<file path="src/rtl/sbsc_pkg.sv">
package sbsc_pkg;
    // register offsets within book 0
    localparam logic [7:0] PAGE_OFS = 8'h00;
    localparam logic [7:0] MUTE_OFS = 8'h07;
    localparam logic [7:0] RANGE_OFS = 8'h08;
    localparam logic [7:0] BOOST_OFS = 8'h09;
    localparam logic [7:0] SCAN_OFS = 8'h14;
    // the page on which this bank lives
    localparam logic [7:0] CFG_PAGE = 8'h00;

    // reset values
    localparam logic [7:0] PAGE_RST = 8'h00;
    localparam logic [7:0] MUTE_RST = 8'h00;
    localparam logic [7:0] RANGE_RST = 8'h00;
    localparam logic [7:0] BOOST_RST = 8'h00;
    localparam logic [7:0] SCAN_RST = 8'h32;

    // field positions
    localparam int unsigned VSIL_BIT = 0;
    localparam int unsigned ISIL_BIT = 1;
    localparam int unsigned RANGE_LSB = 1;
    localparam int unsigned BOOST_BIT = 0;
    localparam int unsigned PWR_BIT = 0;
    localparam int unsigned KIND_LSB = 1;
    localparam int unsigned FRZ_BIT = 3;
    localparam int unsigned IVL_LSB = 4;

    // monitor converter operating modes
    typedef enum logic [1:0] {
        SBSC_ONE_SHOT,
        SBSC_REPEAT,
        SBSC_DSP_TRIG,
        SBSC_KIND_RSVD
    } sbsc_kind_e;

    // repeat interval times, each in its own unit
    localparam int unsigned CLK_MHZ = 250;
    localparam int unsigned IVL0_US = 0;
    localparam int unsigned IVL1_US = 50;
    localparam int unsigned IVL2_US = 250;
    localparam int unsigned IVL3_MS = 1;
    localparam int unsigned IVL4_MS = 5;
    localparam int unsigned IVL5_MS = 25;
    localparam int unsigned IVL6_MS = 100;
    localparam int unsigned IVL7_S = 1;
    localparam int unsigned CNT_W = 28;

    // microseconds to clock cycles, never below one cycle
    function automatic logic [27:0] us_to_cyc(input int unsigned us);
        int unsigned c;
        c = us * CLK_MHZ;
        if (c == 0) begin
            c = 1;
        end
        return c[27:0];
    endfunction

    localparam logic [7:0][27:0] IVL_CYC_DEF = {
        us_to_cyc(IVL7_S * 1000000), us_to_cyc(IVL6_MS * 1000),
        us_to_cyc(IVL5_MS * 1000), us_to_cyc(IVL4_MS * 1000),
        us_to_cyc(IVL3_MS * 1000), us_to_cyc(IVL2_US),
        us_to_cyc(IVL1_US), us_to_cyc(IVL0_US)};
endpackage

</file>
<file path="src/rtl/sbsc_reg_if.sv">
`timescale 1ns/10ps
// write strobe toward the store and register contents back
interface sbsc_reg_if;
    logic wr_en;
    logic [7:0] addr;
    logic [7:0] wdata;
    logic [7:0] page_q;
    logic [7:0] mute_q;
    logic [7:0] range_q;
    logic [7:0] boost_q;
    logic [7:0] scan_q;

    modport host (
        output wr_en, addr, wdata,
        input page_q, mute_q, range_q, boost_q, scan_q
    );
    modport store (
        input wr_en, addr, wdata,
        output page_q, mute_q, range_q, boost_q, scan_q
    );
endinterface

</file>
<file path="src/rtl/sbsc_config_regs.sv">
`timescale 1ns/10ps
module sbsc_config_regs #(
    parameter logic [7:0][27:0] IVL_CYC = sbsc_pkg::IVL_CYC_DEF
) (
    input wire logic clk_in,
    input wire logic rstn_in,
    input wire logic reg_wr_in,
    input wire logic reg_rd_in,
    input wire logic [7:0] reg_addr_in,
    input wire logic [7:0] reg_wdata_in,
    output logic [7:0] reg_rdata_out,
    output logic reg_rvalid_out,
    output logic current_channel_silence_out,
    output logic voltage_channel_silence_out,
    output logic [1:0] sense_range_select_out,
    output logic boost_level_scheme_out,
    output logic [2:0] monitor_adc_interval_out,
    output logic readback_freeze_out,
    output logic [1:0] monitor_adc_scan_kind_out,
    output logic monitor_adc_power_out,
    input wire logic dsp_trigger_in,
    input wire logic conv_done_in,
    input wire logic [9:0] conv_data_in,
    output logic conv_start_out,
    output logic [9:0] readback_data_out
);
    ////////////////////////////////////////////////////////////////
    // register storage behind the control port
    sbsc_reg_if rif ();

    assign rif.wr_en = reg_wr_in;
    assign rif.addr = reg_addr_in;
    assign rif.wdata = reg_wdata_in;

    sbsc_reg_store u_store (
        .clk_in(clk_in),
        .rstn_in(rstn_in),
        .rif(rif.store)
    );

    // true when an access lands on a given offset of this page
    function automatic logic cfg_hit(
        input logic [7:0] page,
        input logic [7:0] addr,
        input logic [7:0] ofs
    );
        return page == sbsc_pkg::CFG_PAGE && addr == ofs;
    endfunction

    ////////////////////////////////////////////////////////////////
    // field taps; every one comes straight off a stored flop
    assign current_channel_silence_out = rif.mute_q[sbsc_pkg::ISIL_BIT];
    assign voltage_channel_silence_out = rif.mute_q[sbsc_pkg::VSIL_BIT];
    assign sense_range_select_out = rif.range_q[sbsc_pkg::RANGE_LSB +: 2];
    assign boost_level_scheme_out = rif.boost_q[sbsc_pkg::BOOST_BIT];
    assign monitor_adc_interval_out = rif.scan_q[sbsc_pkg::IVL_LSB +: 3];
    assign readback_freeze_out = rif.scan_q[sbsc_pkg::FRZ_BIT];
    assign monitor_adc_scan_kind_out = rif.scan_q[sbsc_pkg::KIND_LSB +: 2];
    assign monitor_adc_power_out = rif.scan_q[sbsc_pkg::PWR_BIT];

    ////////////////////////////////////////////////////////////////
    // one-shot arming: a write of the scan register with power on and
    // one-shot mode arms one conversion; armed a cycle late so the
    // timer sees the new mode and power already in place
    wire wr_scan = reg_wr_in && cfg_hit(rif.page_q, reg_addr_in, sbsc_pkg::SCAN_OFS);
    wire [1:0] wr_kind = reg_wdata_in[sbsc_pkg::KIND_LSB +: 2];
    wire arm_d = wr_scan && reg_wdata_in[sbsc_pkg::PWR_BIT]
        && wr_kind == sbsc_pkg::SBSC_ONE_SHOT;
    logic arm_q;

    always_ff @(posedge clk_in) begin
        if (!rstn_in) arm_q <= 1'b0;
        else arm_q <= arm_d;
    end

    // conversion scheduler
    sbsc_scan_timer #(
        .IVL_CYC(IVL_CYC)
    ) u_timer (
        .clk_in(clk_in),
        .rstn_in(rstn_in),
        .power_in(monitor_adc_power_out),
        .kind_in(sbsc_pkg::sbsc_kind_e'(monitor_adc_scan_kind_out)),
        .ivl_in(monitor_adc_interval_out),
        .arm_in(arm_q),
        .trig_in(dsp_trigger_in),
        .done_in(conv_done_in),
        .start_out(conv_start_out)
    );

    ////////////////////////////////////////////////////////////////
    // readback holding register; frozen so a multi-byte read cannot
    // tear, at the price of losing results taken meanwhile
    wire rb_load = conv_done_in && !readback_freeze_out;
    logic [9:0] rb_q;

    always_ff @(posedge clk_in) begin
        if (!rstn_in) rb_q <= 10'h000;
        else if (rb_load) rb_q <= conv_data_in;
    end

    assign readback_data_out = rb_q;

    ////////////////////////////////////////////////////////////////
    // read decode; the page selector reads on every page, other offsets of other pages and unmapped offsets read as zero
    wire rd_page = reg_addr_in == sbsc_pkg::PAGE_OFS;
    wire rd_mute = cfg_hit(rif.page_q, reg_addr_in, sbsc_pkg::MUTE_OFS);
    wire rd_range = cfg_hit(rif.page_q, reg_addr_in, sbsc_pkg::RANGE_OFS);
    wire rd_boost = cfg_hit(rif.page_q, reg_addr_in, sbsc_pkg::BOOST_OFS);
    wire rd_scan = cfg_hit(rif.page_q, reg_addr_in, sbsc_pkg::SCAN_OFS);
    wire [7:0] rdata_d = rd_page ? rif.page_q
        : rd_mute ? rif.mute_q
        : rd_range ? rif.range_q
        : rd_boost ? rif.boost_q
        : rd_scan ? rif.scan_q
        : 8'h00;
    logic [7:0] rdata_q;
    logic rvalid_q;

    // read data registered one cycle after the strobe
    always_ff @(posedge clk_in) begin
        if (!rstn_in) begin
            rdata_q <= 8'h00;
            rvalid_q <= 1'b0;
        end else begin
            rvalid_q <= reg_rd_in;
            if (reg_rd_in) rdata_q <= rdata_d;
        end
    end

    assign reg_rdata_out = rdata_q;
    assign reg_rvalid_out = rvalid_q;
endmodule

</file>
<file path="src/rtl/sbsc_reg_store.sv">
`timescale 1ns/10ps
module sbsc_reg_store (
    input wire logic clk_in,
    input wire logic rstn_in,
    sbsc_reg_if.store rif
);
    ////////////////////////////////////////////////////////////////
    // write decode: the page selector answers on every page
    wire page_hit = rif.page_q == sbsc_pkg::CFG_PAGE;
    wire wr_page = rif.wr_en && rif.addr == sbsc_pkg::PAGE_OFS;
    wire wr_cfg = rif.wr_en && page_hit;
    wire wr_mute = wr_cfg && rif.addr == sbsc_pkg::MUTE_OFS;
    wire wr_range = wr_cfg && rif.addr == sbsc_pkg::RANGE_OFS;
    wire wr_boost = wr_cfg && rif.addr == sbsc_pkg::BOOST_OFS;
    wire wr_scan = wr_cfg && rif.addr == sbsc_pkg::SCAN_OFS;

    ////////////////////////////////////////////////////////////////
    // whole bytes are stored so reserved bits read back as written
    always_ff @(posedge clk_in) begin
        if (!rstn_in) begin
            rif.page_q <= sbsc_pkg::PAGE_RST;
            rif.mute_q <= sbsc_pkg::MUTE_RST;
            rif.range_q <= sbsc_pkg::RANGE_RST;
            rif.boost_q <= sbsc_pkg::BOOST_RST;
            rif.scan_q <= sbsc_pkg::SCAN_RST;
        end else begin
            if (wr_page) rif.page_q <= rif.wdata;
            if (wr_mute) rif.mute_q <= rif.wdata;
            if (wr_range) rif.range_q <= rif.wdata;
            if (wr_boost) rif.boost_q <= rif.wdata;
            if (wr_scan) rif.scan_q <= rif.wdata;
        end
    end
endmodule

</file>
<file path="src/rtl/sbsc_scan_timer.sv">
`timescale 1ns/10ps
module sbsc_scan_timer #(
    parameter logic [7:0][27:0] IVL_CYC = sbsc_pkg::IVL_CYC_DEF
) (
    input wire logic clk_in,
    input wire logic rstn_in,
    input wire logic power_in,
    input wire sbsc_pkg::sbsc_kind_e kind_in,
    input wire logic [2:0] ivl_in,
    input wire logic arm_in,
    input wire logic trig_in,
    input wire logic done_in,
    output logic start_out
);
    typedef enum logic [1:0] {ST_IDLE, ST_BUSY, ST_GAP} sbsc_scan_e;
    sbsc_scan_e st_q;
    sbsc_scan_e st_d;
    logic [27:0] cnt_q;
    logic start_q;

    ////////////////////////////////////////////////////////////////
    // launch conditions per mode; the reserved mode never launches
    wire repeat_on = power_in && kind_in == sbsc_pkg::SBSC_REPEAT;
    wire one_go = kind_in == sbsc_pkg::SBSC_ONE_SHOT && arm_in;
    wire dsp_go = kind_in == sbsc_pkg::SBSC_DSP_TRIG && trig_in;
    wire go = power_in && (repeat_on || one_go || dsp_go);
    wire [27:0] gap_load = IVL_CYC[ivl_in] - 28'h1;
    wire gap_end = cnt_q == 28'h0;

    // next state; power loss drops any scan in progress
    always_comb begin
        st_d = st_q;
        unique case (st_q)
            ST_IDLE: if (go) st_d = ST_BUSY;
            ST_BUSY: begin
                if (!power_in) st_d = ST_IDLE;
                else if (done_in) st_d = repeat_on ? ST_GAP : ST_IDLE;
            end
            ST_GAP: begin
                if (!repeat_on) st_d = ST_IDLE;
                else if (gap_end) st_d = ST_BUSY;
            end
            default: st_d = ST_IDLE;
        endcase
    end

    // gap counter loads on completion, counts down while waiting
    always_ff @(posedge clk_in) begin
        if (!rstn_in) begin
            st_q <= ST_IDLE;
            cnt_q <= 28'h0;
            start_q <= 1'b0;
        end else begin
            st_q <= st_d;
            cnt_q <= (st_d == ST_GAP && st_q != ST_GAP) ? gap_load : cnt_q - 28'h1;
            start_q <= st_d == ST_BUSY && st_q != ST_BUSY;
        end
    end

    assign start_out = start_q;
endmodule

</file>
<file path="config.mk">
export PLATFORM = sky130hd
export DESIGN_NAME = sbsc_config_regs
export DESIGN_NICKNAME = d
export VERILOG_FILES = /design/src/rtl/sbsc_pkg.sv /design/src/rtl/sbsc_reg_if.sv /design/src/rtl/sbsc_config_regs.sv /design/src/rtl/sbsc_reg_store.sv /design/src/rtl/sbsc_scan_timer.sv
export SDC_FILE = /design/constraint.sdc
export NUM_CORES = 1
export LEC_CHECK = 0
export BUFFER_PORTS_ARGS = -buffer_cell sky130_fd_sc_hd__buf_2
export CORE_ASPECT_RATIO = 0.75
export CORE_MARGIN = 1.5
export CORE_UTILIZATION = 35
export CTS_BUF_LIST = sky130_fd_sc_hd__clkbuf_8
export CTS_CLUSTER_SIZE = 16
export DETAILED_ROUTE_END_ITERATION = 8
export PLACE_DENSITY = 0.59
export SLEW_MARGIN = 20
export SYNTH_ARGS = -nofsm -noshare
export SYNTH_HDL_FRONTEND = slang
export SYNTH_SLANG_ARGS = --single-unit
</file>
<file path="constraint.sdc">
create_clock -name clk_in -period 3.3 [get_ports clk_in]
set_input_delay 0.165 -clock clk_in [delete_from_list [all_inputs] [get_ports clk_in]]
set_output_delay 0.165 -clock clk_in [all_outputs]
set_load 0.03 [all_outputs]
</file>
==> results of run 1 <==
[routing by layer]
metal | part of all wire (%) | GRT usage, %
met1 | 51 | 27.10
met2 | 42 | 30.17
met3 | 5.9 | 3.859
met4 | 0.71 | 4.082
met5 | 0 | 0
[worst reg2reg max path, cell delays in order (launching register included)]
cell and delay, ns:
dfxtp_1 0.33, or4_1 0.69, and4bb_1 0.35, and2_1 0.31, o211ai_1 0.29, ha_1 0.41
inv_1 0.13, o21ai_0 0.10
[synthesized netlist by cell type (6+ instances only)]
library cell  count
xnor2_1          10
or3_1             9
a21oi_1          74
nor2_1           33
nand2_1          80
a221oi_1          6
a31oi_1           9
and3_1            6
nor3b_1          10
buf_4             7
dfxtp_1         111
mux2i_1          18
ha_1              7
nand3_1          39
a22oi_1           6
o21ai_0          28
nor3_1           16
nor4_1           19
clkbuf_1         32
nand4_1           7
inv_1            11
or4_1            12
a211oi_1          6
o22ai_1           8
[cell families (layout without fill, tap and decap cells)]
kind of cell	after synthesis	count (layout)	synth area share [%]
multiplexers	21	21	4.023
flip-flops	111	111	41.79
AO/OA/AOI/OAI	173	173	20.17
AND/OR/NAND/NOR	258	258	25.53
adder cells (fa/ha/maj)	7	7	1.647
XOR/XNOR	13	13	2.141
buffers and inverters	58	113	4.706
[layout make-up]
cell class | count | area, um2
Fill cell | 1518 | 8611
Multi-Input combinational cell | 472 | 2851
Sequential cell | 111 | 2222
Timing Repair Buffer | 84 | 480.5
Tap cell | 200 | 250.2
Clock buffer | 9 | 123.9
Clock inverter | 7 | 56.30
Inverter | 13 | 48.80
[stage by stage]
stage               cell area [um2]  cells  setup WS, ns  power (mW)
global route                   6033    896        0.3823       3.573
detailed placement             5823    877        0.5921       2.585
CTS                            6033    896        0.5699       3.359
floorplan                      5318    641        0.2271       2.347
finish                         6033    896        0.5484       3.363
global placement               5823    877        0.7209       2.554
[path summary, 6_finish.rpt]
path | start | endpoint | slack, ns | cells after the start
min reg2reg | u_store.rif.boost_q[3]$_SDFFE_PN0P_ | u_store.rif.boost_q[3]$_SDFFE_PN0P_ | 0.46 | 2
max reg2reg | u_store.rif.page_q[0]$_SDFFE_PN0P_ | register | 0.55 | 7
min | conv_data_in[9] | readback_data_out[9]$_SDFFE_PN0P_ | 0.01 | 3
max | u_store.rif.page_q[0]$_SDFFE_PN0P_ | register | 0.55 | 7
[where the power goes]
group / leakage, nW / switching [mW] / internal [mW]
clock: 0.0838 / 0.498 / 0.283
combinational: 1.28 / 0.611 / 0.420
sequential: 0.902 / 0.0924 / 1.46
total: 2.27 / 1.20 / 2.16
==> summary.md, run 1 <==
| Metric | Value |
|---|---|
| Max-cap viol count | 0 |
| Peak fanout along the critical path | 8 |
| Count of state elements after synthesis | between 100 and 150 |
| Die W | 145.3 um |
| Worst Path Arrival | 3.00 ns |
| Synth Net Count | 680 |
| Leakage | about 2.3 nW |
| Initial DRC count | around 530 |
| Final WL | 14.90 mm |
| CP required | around 3.6 ns |
| Slowest stage delay, CP | 0.69 ns |
| CTS tree | yes |
| Io pins | 64 |
| Crit end category | register |
| Hold-fix buffers at CTS | 3 |
| Period Utilization, post-route | ~83% |
| GR Overflow Total | 0 |
| Sequential share of the synthesized area | approximately two fifths |
| Max-slew violations | 0 |
| Initial antenna violation count | 0 |
| Final setup TNS | 0 ns |
| Initial Util | between 30% and 40% |
| Unique masters post-synth | 63 |
| RSZ-0062 raised after global routing | false |
| Full die area | ~0.016 mm2 |
| Slowest cell on crit path | or4_1 |
| Async S/R FF share, synth | 0% |
| CP cell instances | or4_1 -> and4bb_1 -> and2_1 -> o211ai_1 -> ha_1 -> inv_1 -> o21ai_0 |
| Final setup viols | 0 |
| Post-route DRC violation count | 0 |
| Setup Fix Bufs, Post-CTS | 0 |
| Clk Latency, worst-skew pair | approximately 0.38 ns |
| Gr usage total | about a fifth |
| Area contributors post-synth | dfxtp_1 42%, a21oi_1 7.0%, nand2_1 5.6% |
| CP Buf/Inv Count | 1 |
| Via count | slightly above 5k |
| Commonest non-fill, non-tap cell in the layout | dfxtp_1 |
| Largest net degree at the start of global routing | 45 |
| Crit path time final | roughly 2.8 ns |
| Post-synth EDFFs | 0 |
| Vias/cell | roughly 5.6 |
| Synth area leader | dfxtp_1 |
| Core box area | roughly 0.015 mm2 |
| Hpwl dp | 10.77 mm |
| Vias in the first global route | 4754 |
| Mapped Area | ~0.0053 mm2 |
| Warnings from Yosys | 0 |
| Routed len/inst | around 17 um |
| Final hold vios | 0 |
| Core Rows | 38 |
| CP top delay family | simple AND/OR/NAND/NOR gates |
| Share of final-layout standard cells stronger than drive strength 1 | 16.81% |
| Final hold slack | 0.01375 ns |
| Nets@finish | between 700 and 800 |
| Type of the tightest min-delay check | input pin to register |
| Relative slew slack | roughly 37% |
| Detailed Routing Iterations Pass 1 | 5 |
| Vert. Die Dim | 109.7 um |
| Syn Area/Cell | about 8.3 um2 |
| Routability cong. | around 0.9 |
| Cts bufs inserted | 9 |
| CTS-repair resized insts | 0 |
| Worst-margin pin slew | 0.9363 ns |
| Most frequent cells in the layout | 111 x dfxtp_1, 80 x nand2_1, 74 x a21oi_1 |
| Global-route wire length before repair | 24.77 mm |
| Clock root buffer | clkbuf_8 |
| Highest clock rate | between 300 and 400 MHz |
| Final ANT Viol Nets | 0 |
| Post-Route Utilization | about two fifths |
| Most used DFF post-synth | dfxtp_1 |
| Startpoint Class | register |
| Power Dens Cells | ~560 mW/mm2 |
| CTS H-tree lvls | 3 |
| CTS Buffer Depth | 2 |
| Inserted Diodes | 0 |
| Synth top area share | roughly two fifths |
| Synth Instances | 641 |
| Sink Count | between 100 and 150 |
| Kind of critical path | register to register |
| Clk slew on worst S/H paths | 0.12 ns |
| Post-route clock skew | 0.01327 ns |
| Status | finished, final reports clean |
| VDD IR max | 0.0002261 V |
| Layout area overhead | 13.46% |
| Number of buffers added on ports | 63 |
(Power assumes the default switching activity.)
==> run 2: changes to the inputs <==
--- a/config.mk
+++ b/config.mk
@@ -12,7 +12,7 @@
 export CTS_BUF_LIST = sky130_fd_sc_hd__clkbuf_8
 export CTS_CLUSTER_SIZE = 16
 export DETAILED_ROUTE_END_ITERATION = 8
-export PLACE_DENSITY = 0.59
+export PLACE_DENSITY = 0.6
 export SLEW_MARGIN = 20
 export SYNTH_ARGS = -nofsm -noshare
 export SYNTH_HDL_FRONTEND = slang
==> constraint.sdc (replaced) <==
create_clock -name clk_in -period 2.3 [get_ports clk_in]
set_input_delay 0.115 -clock clk_in [delete_from_list [all_inputs] [get_ports clk_in]]
set_output_delay 0.115 -clock clk_in [all_outputs]
set_load 0.03 [all_outputs]
==> run 2 against run 1 <==
Effect of this change: the run now ends with negative setup slack left; global-route usage grew 1.4 points; clock skew grew 0.0029 ns; combinational power grew 64%; non-clock buffer count grew 55; first-iteration DRC count grew 6.3%.
==> summary.md, run 2 (synthesized netlist as in run 1, its figures left out) <==
| Metric | Value |
|---|---|
| Final setup viols | 5 |
| CP required | 2.57 ns |
| Relative slew slack | approximately half |
| Inserted Diodes | 0 |
| Share of final-layout standard cells stronger than drive strength 1 | ~25% |
| Post-route clock skew | 0.01617 ns |
| RR Startpoint | u_store.rif.page_q[2]$_SDFFE_PN0P_ |
| Gr usage total | a little over 20% |
| Period Utilization, post-route | 102.0% |
| Sink Count | between 100 and 150 |
| Most frequent cells in the layout | 106 x dfxtp_1, 79 x nand2_1, 74 x a21oi_1 |
| Worst Path Arrival | approximately 2.6 ns |
| Highest clock rate | between 400 and 500 MHz |
| Clk slew on worst S/H paths | 0.11 ns |
| Slowest cell on crit path | or4_4 |
| Max-slew violations | 0 |
| Nets@finish | between 700 and 800 |
| Hpwl dp | around 12 mm |
| Routed len/inst | around 17 um |
| Finished Layout Cells | between 900 and 1k |
| Core box area | around 0.015 mm2 |
| VDD IR max | about 0.00033 V |
| Vias/cell | ~5.6 |
| Io pins | between 60 and 70 |
| Hold EP | arm_q$_SDFF_PN0_ |
| CTS H-tree lvls | 3 |
| Worst path depth | 8 |
| CTS Buffer Depth | 2 |
| R2R cell count | 8 |
| Switching share of power | between 30% and 40% |
| Final hold slack | around 0.026 ns |
| CP top delay family | simple AND/OR/NAND/NOR gates |
| Number of buffers added on ports | 63 |
| Crit end category | register |
| Setup WS pre-CTS | -0.06065 ns |
| Initial DRC count | approximately 560 |
| Startpoint Class | register |
| CTS tree | yes |
| Power Dens Cells | 756.1 mW/mm2 |
| Commonest non-fill, non-tap cell in the layout | dfxtp_1 |
| Reg2reg setup slack | -0.05 ns |
| Comb pwr share | about 34% |
| Initial antenna violation count | 0 |
| PnR worst setup slack | -0.04624 ns |
| Slowest stage delay, CP | about 0.54 ns |
| Clock root buffer | clkbuf_8 |
| Vert. Die Dim | 109.7 um |
| Layout area overhead | 24.54% |
| Routability cong. | ~0.88 |
| Final WL | about 16 mm |
| Cts bufs inserted | 9 |
| Clk Latency, worst-skew pair | approximately 0.37 ns |
| Initial Util | between 30% and 40% |
| Crit path time final | 2.346 ns |
| Global-route wire length before repair | around 26 mm |
| Clock power frac | a little over a fifth |
| Full die area | roughly 0.016 mm2 |
| Hold Crit Depth | 2 |
| Largest net degree at the start of global routing | 28 |
| Sequential power share | approximately 45% |
| Type of the tightest min-delay check | input pin to register |
| Max-cap viol count | 0 |
| Final setup TNS | -0.1199 ns |
| Worst-margin pin slew | 0.7546 ns |
| CP cell instances | or4_4 -> and4bb_2 -> buf_6 -> nand3_2 -> o211ai_1 -> inv_2 -> ha_4 -> mux2_4 |
| Vias in the first global route | ~5k |
| GR Overflow Total | 0 |
| Via count | 5296 |
| Peak fanout along the critical path | 5 |
| Min-delay src | reg_wdata_in[2] |
| RSZ-0062 raised after global routing | true |
| Final hold vios | 0 |
| Failing checks | negative setup slack |
| Internal | roughly 3.3 mW |
| Final ANT Viol Nets | 0 |
| Post-route DRC violation count | 0 |
| Die W | 145.3 um |
| Kind of critical path | register to register |
| Leakage | around 2.6 nW |
| Post-Place Cells | roughly 910 |
| CP Buf/Inv Count | 2 |
| Core Rows | 38 |
| Detailed Routing Iterations Pass 1 | 5 |
| Sw Pwr | approximately 1.8 mW |
| Status | finished, violations left |
-- run 2: cell types whose count changed in the layout (fill, tap and decap cells not counted), sizes merged --
cell         before  now
clkinvlp          3    0
buf              81  129
inv              15   16
clkinv            2    4
dlygate4sd3       3   10
-- run 2: layout make-up --
cell class / instances / area, um2
clock buffer: 9 / 123.9
clock inverter: 7 / 48.80
fill: 1462 / 8021
inverter: 13 / 48.80
multi-input combinational: 472 / 2935
sequential: 111 / 2231
tap: 200 / 250.2
timing repair buffer: 139 / 984.7
-- run 2: metal layers --
layer | GRT usage, % | part of all wire [%]
met5 | 0 | 0
met4 | 4.446 | 1.1
met3 | 4.398 | 7.4
met2 | 32.72 | 44
met1 | 28.77 | 48
-- run 2: worst max path at each step --
stage | start | to | slack [ns]
finish | u_store.rif.page_q[2]$_SDFFE_PN0P_ | register | -0.05
CTS | u_store.rif.page_q[2]$_SDFFE_PN0P_ | register | -0.02
global route | u_store.rif.page_q[2]$_SDFFE_PN0P_ | register | -0.12
floorplan | u_store.rif.scan_q[0]$_SDFFE_PN0P_ | u_timer.cnt_q[4]$_SDFF_PN0_ | -0.11
global placement | u_store.rif.page_q[0]$_SDFFE_PN0P_ | register | 0.01
detailed placement | u_store.rif.page_q[7]$_SDFFE_PN0P_ | register | -0.06
-- run 2: repair_timing --
item | 4_1_cts | 5_1_grt
hold buffers | 10 | 0
setup endpoints to repair | 9 | 17
endpoints found under the hold margin | 10 | 0
setup buffers | 4 | 9
gates resized for setup | 9 | 15
pin swaps | 5 | 6
-- run 2: power groups by stage --
stage | Sequential (mW) | Clock [mW] | Combinational, mW
after global routing | 2.25 | 1.20 | 1.86
after floorplan | 2.26 | 0 | 1.13
after global placement | 2.26 | 0 | 1.51
after detailed placement | 2.26 | 0 | 1.55
after CTS | 2.22 | 1.11 | 1.58
final | 2.23 | 1.09 | 1.69
-- run 2: worst register-to-register path: stages, from the launching register on --
cell and delay (ns):
dfxtp_2 0.34, or4_4 0.54, and4bb_2 0.36, buf_6 0.12
nand3_2 0.06, o211ai_1 0.27, inv_2 0.11, ha_4 0.18
mux2_4 0.26
-- run 2: metrics by stage --
step	total power [mW]	util, %	area [um2]
2_1_floorplan	3.389	-	5409
3_3_place_gp	3.764	42.06	6160
3_5_place_dp	3.815	42.06	6160
4_1_cts	4.911	44.33	6491
5_1_grt	5.312	45.22	6623
6_report	5.007	45.22	6623
